--- config.mk ---
export PLATFORM = sky130hd
export DESIGN_NAME = wps_top
export DESIGN_NICKNAME = d
export VERILOG_FILES = /design/src/wps_pkg.sv /design/src/wps_wd_if.sv /design/src/wps_top.sv /design/src/wps_sync.sv /design/src/wps_wdog.sv
export VERILOG_INCLUDE_DIRS = /design/src
export SDC_FILE = /design/constraint.sdc
export NUM_CORES = 1
export LEC_CHECK = 0
export BUFFER_PORTS_ARGS = -buffer_cell sky130_fd_sc_hd__buf_2
export CORE_ASPECT_RATIO = 1.2
export CORE_MARGIN = 2
export CORE_UTILIZATION = 45
export CTS_BUF_LIST = sky130_fd_sc_hd__clkbuf_16
export DETAILED_ROUTE_END_ITERATION = 16
export SLEW_MARGIN = 30
export SYNTH_ARGS = -nofsm -noshare
export SYNTH_HDL_FRONTEND = slang
export SYNTH_SLANG_ARGS = --single-unit
--- constraint.sdc ---
create_clock -name MCLK -period 3.55 [get_ports MCLK]
set_clock_uncertainty 0.05 [all_clocks]
set_input_delay 0.8875 -clock MCLK [delete_from_list [all_inputs] [get_ports MCLK]]
set_output_delay 0.8875 -clock MCLK [all_outputs]
set_load 0.02 [all_outputs]
--- src/wps_cfg.svh ---
// Constants for the watchdog and power-sequencing control block
// Overview of operation
// - Watchdog idle until programming byte arrives
// - Second byte low bits pick period
// - Any period-setting byte switches watchdog on
// - New programming command restarts timer from zero
// - Expiry drives reset low for delay
// - Watchdog stays off after expiry reset
// - Window mode ignores clears in first half
// - Enable pins decode four operating modes
// - Undriven enable pins read low, disabled
// - Standard: linear forced off above 1.8 V
// - Standard: linear shunt above 1.9 V
// - Standard: below 1.7 V cancel, re-enable linear
// - Standard: switcher off at 0.2 V below
// - Standard: sync and sink on at 0.3 V
// - Standard: release when linear above switcher
// - Inverted: switcher off, shunt, cancel likewise
// - Inverted: linear off, sink, release likewise
// - No-sequencing mode suppresses actions, both enabled
// - Deglitched out-of-regulation pulls reset low
// - Power-up reset held 10 ms plus RC
`ifndef WPS_CFG_SVH
`define WPS_CFG_SVH
// =====================================================
// Timing
`define WPS_CLK_PS   25000
`define WPS_MS_PS    1000000000
`define WPS_MS_CYC   (`WPS_MS_PS / `WPS_CLK_PS)
`define WPS_DGL_PS   20000000
`define WPS_DGL_CYC  (`WPS_DGL_PS / `WPS_CLK_PS)
`define WPS_RST_MS   4'hA
`define WPS_WD_P0    11'h500
`define WPS_WD_P1    11'h140
`define WPS_WD_P2    11'h050
`define WPS_WD_P3    11'h014
// =====================================================
// Command byte layout
`define WPS_CMD_FIRST 8'h60
`define WPS_CMD_ADDR  4'h6
`define WPS_CMD_ON    3
`define WPS_CMD_WIN   2
// =====================================================
// Comparator flag positions
`define WPS_F_OFF     0
`define WPS_F_SHUNT   1
`define WPS_F_CANCEL  2
`define WPS_F_SOFF    3
`define WPS_F_SINK    4
`define WPS_F_REL     5
`endif

--- src/wps_pkg.sv ---
// Types shared by the watchdog and power-sequencing control block
package wps_pkg;
   typedef enum logic [1:0] {
      MODE_OFF = 2'h0, MODE_STD = 2'h1, MODE_INV = 2'h2, MODE_ALL = 2'h3
   } wps_mode_type;
   typedef enum logic [2:0] {
      RS_DELAY = 3'h1, RS_RC = 3'h2, RS_DONE = 3'h4
   } wps_rst_type;
   typedef enum logic [1:0] {
      CS_IDLE = 2'h1, CS_ARMED = 2'h2
   } wps_cmd_type;
endpackage : wps_pkg

--- src/wps_wd_if.sv ---
// Connection between the control top and the watchdog
`timescale 1ns/10ps
interface wps_wd_if;
   logic       ms_tick;
   logic       cmd_valid;
   logic [7:0] cmd_byte;
   logic       active;
   logic       expire;
   modport host (output ms_tick, cmd_valid, cmd_byte,
                 input active, expire);
   modport wdog (input ms_tick, cmd_valid, cmd_byte,
                 output active, expire);
endinterface : wps_wd_if

--- src/wps_top.sv ---
// Top: reset control, mode decode and power sequencing
`timescale 1ns/10ps
`include "wps_cfg.svh"
module wps_top #(
   parameter int MS_CYCLES  = `WPS_MS_CYC,
   parameter int DGL_CYCLES = `WPS_DGL_CYC
) (
   // Clock, reset, enable
   input  wire logic       MCLK,
   input  wire logic       SRST,
   input  wire logic       CE,
   // Command bytes from bus front end
   input  wire logic [7:0] CMD_BYTE,
   input  wire logic       CMD_VALID,
   // Enable select pins
   input  wire logic       ENABLE_SELECT_A,
   input  wire logic       ENABLE_SELECT_B,
   // Analog comparator flags
   input  wire logic [5:0] CMP_STD,
   input  wire logic [5:0] CMP_INV,
   input  wire logic [1:0] OUT_OF_REG,
   input  wire logic       RC_TIMER_DONE,
   // Open-drain reset pin
   output logic            RESET_O,
   output logic            RESET_OE,
   // Regulator controls
   output logic            SW_EN,
   output logic            LIN_EN,
   output logic            SW_SINK_ON,
   output logic            SW_SHUNT_ON,
   output logic            LIN_SHUNT_ON,
   output logic            LIN_SINK_ON,
   // Status
   output logic            WD_ACTIVE,
   output logic [1:0]      OP_MODE
);
   localparam int SW = 17;
   wps_wd_if wd ();
   logic [SW-1:0] syn;
   logic [5:0]    cstd_s, cinv_s;
   logic [1:0]    oor_s, pins_s;
   logic          rc_s;
   wps_pkg::wps_mode_type mode_q, mode_d;
   logic [15:0]   tick_cnt_q, tick_cnt_d;
   logic          tick_q, tick_d;
   logic [15:0]   dgl_q, dgl_d;
   logic          fault_q, fault_d;
   wps_pkg::wps_rst_type rs_q, rs_d;
   logic [3:0]    rdly_q, rdly_d;
   logic          rst_oe_q, rst_o_q;
   logic [5:0]    cmp_q, cmp_d;
   logic          poff_q, poff_d, psh_q, psh_d;
   logic          soff_q, soff_d, ssk_q, ssk_d;
   logic          sw_off, lin_off, seq_on;
   logic [5:0]    out_q, out_d;

   // =====================================================
   // Input synchronisers for every pin and analog flag
   wps_sync #(.W(SW)) u_sync (
      .mclk     (MCLK),
      .srst     (SRST),
      .ce       (CE),
      .async_in ({RC_TIMER_DONE, OUT_OF_REG, CMP_INV, CMP_STD,
                  ENABLE_SELECT_A, ENABLE_SELECT_B}),
      .sync_out (syn)
   );
   assign {rc_s, oor_s, cinv_s, cstd_s, pins_s} = syn;

   // =====================================================
   // Watchdog
   assign wd.ms_tick   = tick_q;
   assign wd.cmd_valid = CMD_VALID;
   assign wd.cmd_byte  = CMD_BYTE;
   wps_wdog u_wdog (
      .mclk (MCLK),
      .srst (SRST),
      .ce   (CE),
      .wd   (wd.wdog)
   );

   // =====================================================
   // Millisecond tick, fault deglitch, mode decode
   always_comb begin
      tick_d     = 1'b0;
      tick_cnt_d = tick_cnt_q + 16'h0001;
      if (tick_cnt_q == 16'(MS_CYCLES - 1)) begin
         tick_cnt_d = 16'h0000;
         tick_d     = 1'b1;
      end
      // Short dips below the filter time never reach the pin
      fault_d = 1'b0;
      dgl_d   = 16'h0000;
      if (|oor_s) begin
         fault_d = fault_q;
         dgl_d   = dgl_q + 16'h0001;
         if (dgl_q == 16'(DGL_CYCLES - 1)) begin
            fault_d = 1'b1;
            dgl_d   = dgl_q;
         end
      end
      // Pulled-down pins arrive low when floating
      mode_d = wps_pkg::wps_mode_type'(pins_s);
   end

   always_ff @(posedge MCLK) begin
      if (SRST) begin
         tick_cnt_q <= 16'h0000;
         tick_q     <= 1'b0;
         dgl_q      <= 16'h0000;
         fault_q    <= 1'b0;
         mode_q     <= wps_pkg::MODE_OFF;
      end else if (CE) begin
         tick_cnt_q <= tick_cnt_d;
         tick_q     <= tick_d;
         dgl_q      <= dgl_d;
         fault_q    <= fault_d;
         mode_q     <= mode_d;
      end
   end

   // =====================================================
   // Reset sequencer: fixed 10 ms, then the external RC delay
   always_comb begin
      rs_d   = rs_q;
      rdly_d = rdly_q;
      unique case (rs_q)
         wps_pkg::RS_DELAY: begin
            if (tick_q) begin
               if (rdly_q == `WPS_RST_MS - 4'h1) begin
                  rs_d = wps_pkg::RS_RC;
               end else begin
                  rdly_d = rdly_q + 4'h1;
               end
            end
         end
         wps_pkg::RS_RC: begin
            if (rc_s) begin
               rs_d = wps_pkg::RS_DONE;
            end
         end
         wps_pkg::RS_DONE: begin
            rs_d = wps_pkg::RS_DONE;
         end
      endcase
      // Either cause restarts the whole delay
      if (fault_q || wd.expire) begin
         rs_d   = wps_pkg::RS_DELAY;
         rdly_d = 4'h0;
      end
   end

   // Power-on enters the delay state holding reset low
   always_ff @(posedge MCLK) begin
      if (SRST) begin
         rs_q     <= wps_pkg::RS_DELAY;
         rdly_q   <= 4'h0;
         rst_oe_q <= 1'b1;
         rst_o_q  <= 1'b0;
      end else if (CE) begin
         rs_q     <= rs_d;
         rdly_q   <= rdly_d;
         rst_oe_q <= (rs_d != wps_pkg::RS_DONE);
         rst_o_q  <= (rs_d == wps_pkg::RS_DONE);
      end
   end

   // =====================================================
   // Sequencing: primary pair guards the low rail's excess,
   // secondary pair the reverse polarity
   always_comb begin
      // Registered flags, picked for the active polarity
      cmp_d  = (mode_d == wps_pkg::MODE_INV) ? cinv_s : cstd_s;
      seq_on = (mode_q == wps_pkg::MODE_STD) ||
               (mode_q == wps_pkg::MODE_INV);
      poff_d = poff_q;
      psh_d  = psh_q;
      soff_d = soff_q;
      ssk_d  = ssk_q;
      if (cmp_q[`WPS_F_SHUNT]) begin
         poff_d = 1'b1; // Shunt beats cancel
         psh_d  = 1'b1;
      end else if (cmp_q[`WPS_F_OFF]) begin
         poff_d = 1'b1;
      end else if (cmp_q[`WPS_F_CANCEL]) begin
         poff_d = 1'b0;
         psh_d  = 1'b0;
      end
      if (cmp_q[`WPS_F_SINK]) begin
         soff_d = 1'b1;
         ssk_d  = 1'b1;
      end else if (cmp_q[`WPS_F_SOFF]) begin
         soff_d = 1'b1;
      end else if (cmp_q[`WPS_F_REL]) begin
         soff_d = 1'b0;
         ssk_d  = 1'b0;
      end
      // Mode change drops stale actions; no-seq mode has none
      if (!seq_on || mode_d != mode_q) begin
         poff_d = 1'b0;
         psh_d  = 1'b0;
         soff_d = 1'b0;
         ssk_d  = 1'b0;
      end
      lin_off = (mode_q == wps_pkg::MODE_STD) ? poff_d : soff_d;
      sw_off  = (mode_q == wps_pkg::MODE_STD) ? soff_d : poff_d;
      // Order: sw_en lin_en sw_sink sw_shunt lin_shunt lin_sink
      out_d[0] = (mode_q != wps_pkg::MODE_OFF) && !sw_off;
      out_d[1] = (mode_q != wps_pkg::MODE_OFF) && !lin_off;
      out_d[2] = (mode_q == wps_pkg::MODE_STD) && ssk_d;
      out_d[3] = (mode_q == wps_pkg::MODE_INV) && psh_d;
      out_d[4] = (mode_q == wps_pkg::MODE_STD) && psh_d;
      out_d[5] = (mode_q == wps_pkg::MODE_INV) && ssk_d;
   end

   always_ff @(posedge MCLK) begin
      if (SRST) begin
         cmp_q  <= 6'h00;
         poff_q <= 1'b0;
         psh_q  <= 1'b0;
         soff_q <= 1'b0;
         ssk_q  <= 1'b0;
         out_q  <= 6'h00;
      end else if (CE) begin
         cmp_q  <= cmp_d;
         poff_q <= poff_d;
         psh_q  <= psh_d;
         soff_q <= soff_d;
         ssk_q  <= ssk_d;
         out_q  <= out_d;
      end
   end

   // Outputs, all from flops
   assign RESET_OE     = rst_oe_q;
   assign RESET_O      = rst_o_q;
   assign {LIN_SINK_ON, LIN_SHUNT_ON, SW_SHUNT_ON,
           SW_SINK_ON, LIN_EN, SW_EN} = out_q;
   assign WD_ACTIVE    = wd.active;
   assign OP_MODE      = mode_q;
endmodule : wps_top

--- src/wps_sync.sv ---
// Two-stage synchroniser for pins and comparator flags
`timescale 1ns/10ps
module wps_sync #(
   parameter int W = 1
) (
   // Clock, reset, enable
   input  wire logic         mclk,
   input  wire logic         srst,
   input  wire logic         ce,
   // Data
   input  wire logic [W-1:0] async_in,
   output logic      [W-1:0] sync_out
);
   logic [W-1:0] meta_q;
   // =====================================================
   // One flop pair per bit; the first stage feeds only the second
   for (genvar i = 0; i < W; i++) begin : g_bit
      always_ff @(posedge mclk) begin
         if (srst) begin
            meta_q[i]   <= 1'b0;
            sync_out[i] <= 1'b0;
         end else if (ce) begin
            meta_q[i]   <= async_in[i];
            sync_out[i] <= meta_q[i];
         end
      end
   end
endmodule : wps_sync

--- src/wps_wdog.sv ---
// Watchdog timer programmed by command bytes
`timescale 1ns/10ps
`include "wps_cfg.svh"
module wps_wdog (
   // Clock, reset, enable
   input wire logic mclk,
   input wire logic srst,
   input wire logic ce,
   // Link to top
   wps_wd_if.wdog   wd
);
   wps_pkg::wps_cmd_type cs_q, cs_d;
   logic        active_q, active_d, win_q, win_d, exp_q, exp_d;
   logic [1:0]  per_q, per_d;
   logic [10:0] cnt_q, cnt_d, limit;
   logic        closed, wd_cmd, take;

   // =====================================================
   // Next state: command decode and timing
   always_comb begin
      unique case (per_q)
         2'h0: limit = `WPS_WD_P0;
         2'h1: limit = `WPS_WD_P1;
         2'h2: limit = `WPS_WD_P2;
         2'h3: limit = `WPS_WD_P3;
      endcase
      closed   = win_q && (cnt_q < (limit >> 1));
      wd_cmd   = wd.cmd_valid && (cs_q == wps_pkg::CS_ARMED)
                 && (wd.cmd_byte[7:4] == `WPS_CMD_ADDR);
      // A running window watchdog refuses early clears
      take     = wd_cmd && wd.cmd_byte[`WPS_CMD_ON]
                 && !(active_q && closed);
      cs_d     = cs_q;
      active_d = active_q;
      win_d    = win_q;
      per_d    = per_q;
      cnt_d    = cnt_q;
      exp_d    = 1'b0;
      if (wd.cmd_valid) begin
         cs_d = (cs_q == wps_pkg::CS_IDLE &&
                 wd.cmd_byte == `WPS_CMD_FIRST) ?
                wps_pkg::CS_ARMED : wps_pkg::CS_IDLE;
      end
      if (wd_cmd && wd.cmd_byte[3:0] == 4'h0) begin
         active_d = 1'b0; // Off code
         cnt_d    = 11'h000;
      end else if (take) begin
         active_d = 1'b1;
         win_d    = wd.cmd_byte[`WPS_CMD_WIN];
         per_d    = wd.cmd_byte[1:0];
         cnt_d    = 11'h000;
      end else if (active_q && wd.ms_tick) begin
         if (cnt_q == limit - 11'h001) begin
            active_d = 1'b0;
            exp_d    = 1'b1;
         end else begin
            cnt_d = cnt_q + 11'h001;
         end
      end
   end

   // Registers; watchdog starts inactive
   always_ff @(posedge mclk) begin
      if (srst) begin
         cs_q     <= wps_pkg::CS_IDLE;
         active_q <= 1'b0;
         win_q    <= 1'b0;
         per_q    <= 2'h0;
         cnt_q    <= 11'h000;
         exp_q    <= 1'b0;
      end else if (ce) begin
         cs_q     <= cs_d;
         active_q <= active_d;
         win_q    <= win_d;
         per_q    <= per_d;
         cnt_q    <= cnt_d;
         exp_q    <= exp_d;
      end
   end

   assign wd.active = active_q;
   assign wd.expire = exp_q;
endmodule : wps_wdog

==> results by group <==
Route
  • Vias: between 4k and 5k
  • Antenna-violating nets left: 0
  • 1st-pass router iterations: 5
  • Vias/cell: 5.24
  • DR WL/cell: 13.2 um
  • Post-Route WL: 10,500 um
  • DR iter-0 viols: 145
  • # DRC: 0

Power and ir drop
  • Psw: ~660 uW
  • Pwr/cell area: 522 nW/um^2
  • Sw Ratio: 20.4%
  • Part of the power in the clock network: a little under three fifths
  • Maximum VDD drop: 0.000379 V
  • Combinational share of power: 4.2%
  • Internal cell power: between 2000 and 3000 uW
  • Pleak: 0.00253 uW
  • Sequential Power Share: 40.6%

Synthesis
  • Syn Area/Cell: 9.00 um^2
  • Ys async rst share: 0%
  • Number of synthesized flops with an enable pin: 0
  • Synth area leaders: dfxtp_1 43%, mux2i_1 9.1%, nor2_1 7.9%
  • Largest area contributor in the netlist: dfxtp_1
  • Part of the Yosys area used for sequential elements: 43.0%
  • Share of the synthesized area in the top cell type: a little over two fifths
  • Yosys warns: 0
  • Register bit total from synthesis: 113
  • Cell count after synthesis: 584
  • Syn Nets: between 600 and 700
  • Post-Syn Area: 5260 um^2
  • Yosys cell types: slightly above 60
  • Ys flop type: dfxtp_1

STA
  • Relative slew slack: 49.2%
  • Final setup fails: 0
  • Max Clock Freq: slightly below 400 MHz
  • Tmin final: 2.54 ns
  • Final hold vios: 0
  • Period Utilization, post-route: 71.5%
  • Tightest Pin Transition: 0.763 ns
  • Fin. max-slew vios: 0
  • Post-Route Hold Slack: 0.418 ns
  • RSZ-0062 raised after global routing: false
  • Setup TNS: 0 ns

Floorplan
  • Die Width: 103 um
  • Cell Rows: 43
  • Num ports: 40
  • Die Span Y: 122 um
  • Die Area: 12,600 um^2
  • Core Area: 11,500 um^2
  • Starting Density: 45.9%

Cells and area
  • Final instance area: between 6000 and 7000 um^2
  • Area growth, synth to finish: 18.2%
  • Share of layout cells above drive strength 1: 13.8%
  • Util after Layout: 54.2%
  • Non-Filler Instances: 793
  • Ant diodes: 0
  • Final #Nets: 670

Critical path
  • R2R depth: 10
  • Critical Path AT: 2.84 ns
  • Maximum fanout along the worst path: 10
  • Worst Setup Start Kind: flop
  • Setup CP Type: flop to flop
  • Worst endpoint required time: 3.85 ns
  • Worst Setup End Kind: flop

CTS
  • Reg clk slew, reported paths: 0.06 ns
  • CTS Sinks: 113
  • Clock tree buffer depth: 2
  • H-tree Lvls: 4
  • Num CTS Buffers: 17
  • CTS root buffer: clkbuf_16
  • Postcts setup bufs: 0
  • Resized Gates After CTS: 0
  • Hold Buf Count CTS: 0
  • Clock latency on the worst-skew pair: approximately 0.40 ns
  • CTS tree: yes

GRT
  • Vias in the first global route: 4,094
  • First-pass GRT wire length: 18,400 um
  • GRT Overall Usage: 18.4%
  • Initial antenna violation count: 0
  • Largest net degree at the start of global routing: 74
  • Grt ovf: 0

Min path
  • Hold path depth: 2
  • Hold Crit Class: flop to flop

Placement
  • Gpl congestion: 0.835
  • Area post-placement: ~5600 um^2
  • Dpl cells: 761
  • Post-DP HPWL: ~7200 um
  • Input/output buffers: 39

Flow run
  • Max Cap Viol: 0

Status
  • Status: finished, final reports clean
-- routing by layer --
layer / vias up / wire (um) / track usage (%)
met2: 75 / 5210 / 31.0
met5: - / 0 / 0
li1: 2125 / - / -
met1: 1942 / 4710 / 21.8
met4: 0 / 172 / 7.50
met3: 17 / 407 / 5.41
-- stage by stage --
stage | total power, uW | worst slack (ns)
floorplan | 1440 | 1.14
global placement | 1480 | 0.882
detailed placement | 1480 | 0.841
CTS | 3280 | 0.962
global route | 3360 | 0.807
finish | 3240 | 1.01
-- cell usage after synthesis (7+ instances only) --
master    number
dfxtp_1      113
nor2_1       111
mux2i_1       48
nand2_1       36
a21oi_1       25
xor2_1        19
ha_1          18
inv_1         17
nand3_1       16
clkbuf_1      15
o21ai_0       15
xnor2_1       14
nand4_1       13
or3_1          9
and3_1         8
a211oi_1       7
nand2b_1       7
-- power groups by stage --
stage / logic, uW / clock network (uW) / registers (uW)
after global placement: 136 / 0 / 1340
after global routing: 155 / 1880 / 1320
final: 137 / 1790 / 1320
after floorplan: 99.6 / 0 / 1340
after detailed placement: 139 / 0 / 1340
after CTS: 140 / 1820 / 1320
-- kinds of logic after synthesis --
logic type | count (synthesis) | synth area share [%]
and+or+nand+nor | 241 | 22.5
AOI/OAI and AO/OA | 87 | 12.0
muxes | 50 | 9.57
buffers and inverters | 42 | 3.19
xor gates and xnor gates | 33 | 5.50
DFF | 113 | 43.0
adders and majority gates | 18 | 4.29
-- registers in the layout, indices dropped and copies added (netlist names), 4 cells and up --
name / count
tick_cnt_q: 16
u_sync.meta_q: 17
u_sync.sync_out: 17
cmp_q: 6
u_wdog.cnt_q: 11
rdly_q: 4
dgl_q: 16
out_q: 6
-- final timing paths --
check / startpoint / end / slack (ns)
setup reg to reg: u_wdog.per_q[0] / u_wdog.cnt_q[2] / 1.01
setup / recovery: u_wdog.per_q[0] / u_wdog.cnt_q[2] / 1.01
hold reg to reg: u_wdog.cs_q[1] / u_wdog.cs_q[1] / 0.42
hold / removal: u_wdog.cs_q[1] / u_wdog.cs_q[1] / 0.42
-- critical path, stage by stage (launching register included) --
cell	delay, ns
dfxtp_1	0.36
inv_1	0.13
ha_1	0.22
nor2_1	0.06
ha_1	0.17
or2_4	0.23
a2111oi_4	0.38
o211a_1	0.18
a22o_1	0.34
a21boi_0	0.20
a2bb2o_2	0.16
-- cell type report --
type / instances / area, um^2
inverter: 18 / 67.6
timing repair buffer: 44 / 235
sequential: 113 / 2260
clock inverter: 15 / 198
fill: 1038 / 5250
clock buffer: 17 / 425
tap: 157 / 196
multi-input combinational: 429 / 2830
-- layout by cell type, fill, tap and decap left out, drive strengths merged, types with 2 or more instances in the layout --
cell / instances
o31ai: 6
o211ai: 5
nor3: 7
mux2i: 48
o31a: 3
and3b: 2
a21o: 4
nor4: 3
a22oi: 6
xor2: 19
ha: 18
inv: 18
o211a: 2
or3: 9
xnor2: 14
nand2b: 7
nor2b: 6
nand3: 17
nor4bb: 2
buf: 44
nand4: 13
a211oi: 7
a2111oi: 2
nor2: 111
bufinv: 5
nand2: 36
mux2: 2
nand4b: 4
o21ai: 15
a21oi: 25
and3: 8
nand3b: 5
clkbuf: 17
clkinv: 10
or2: 5
dfxtp: 113
Power figures use the tool's default switching activity.
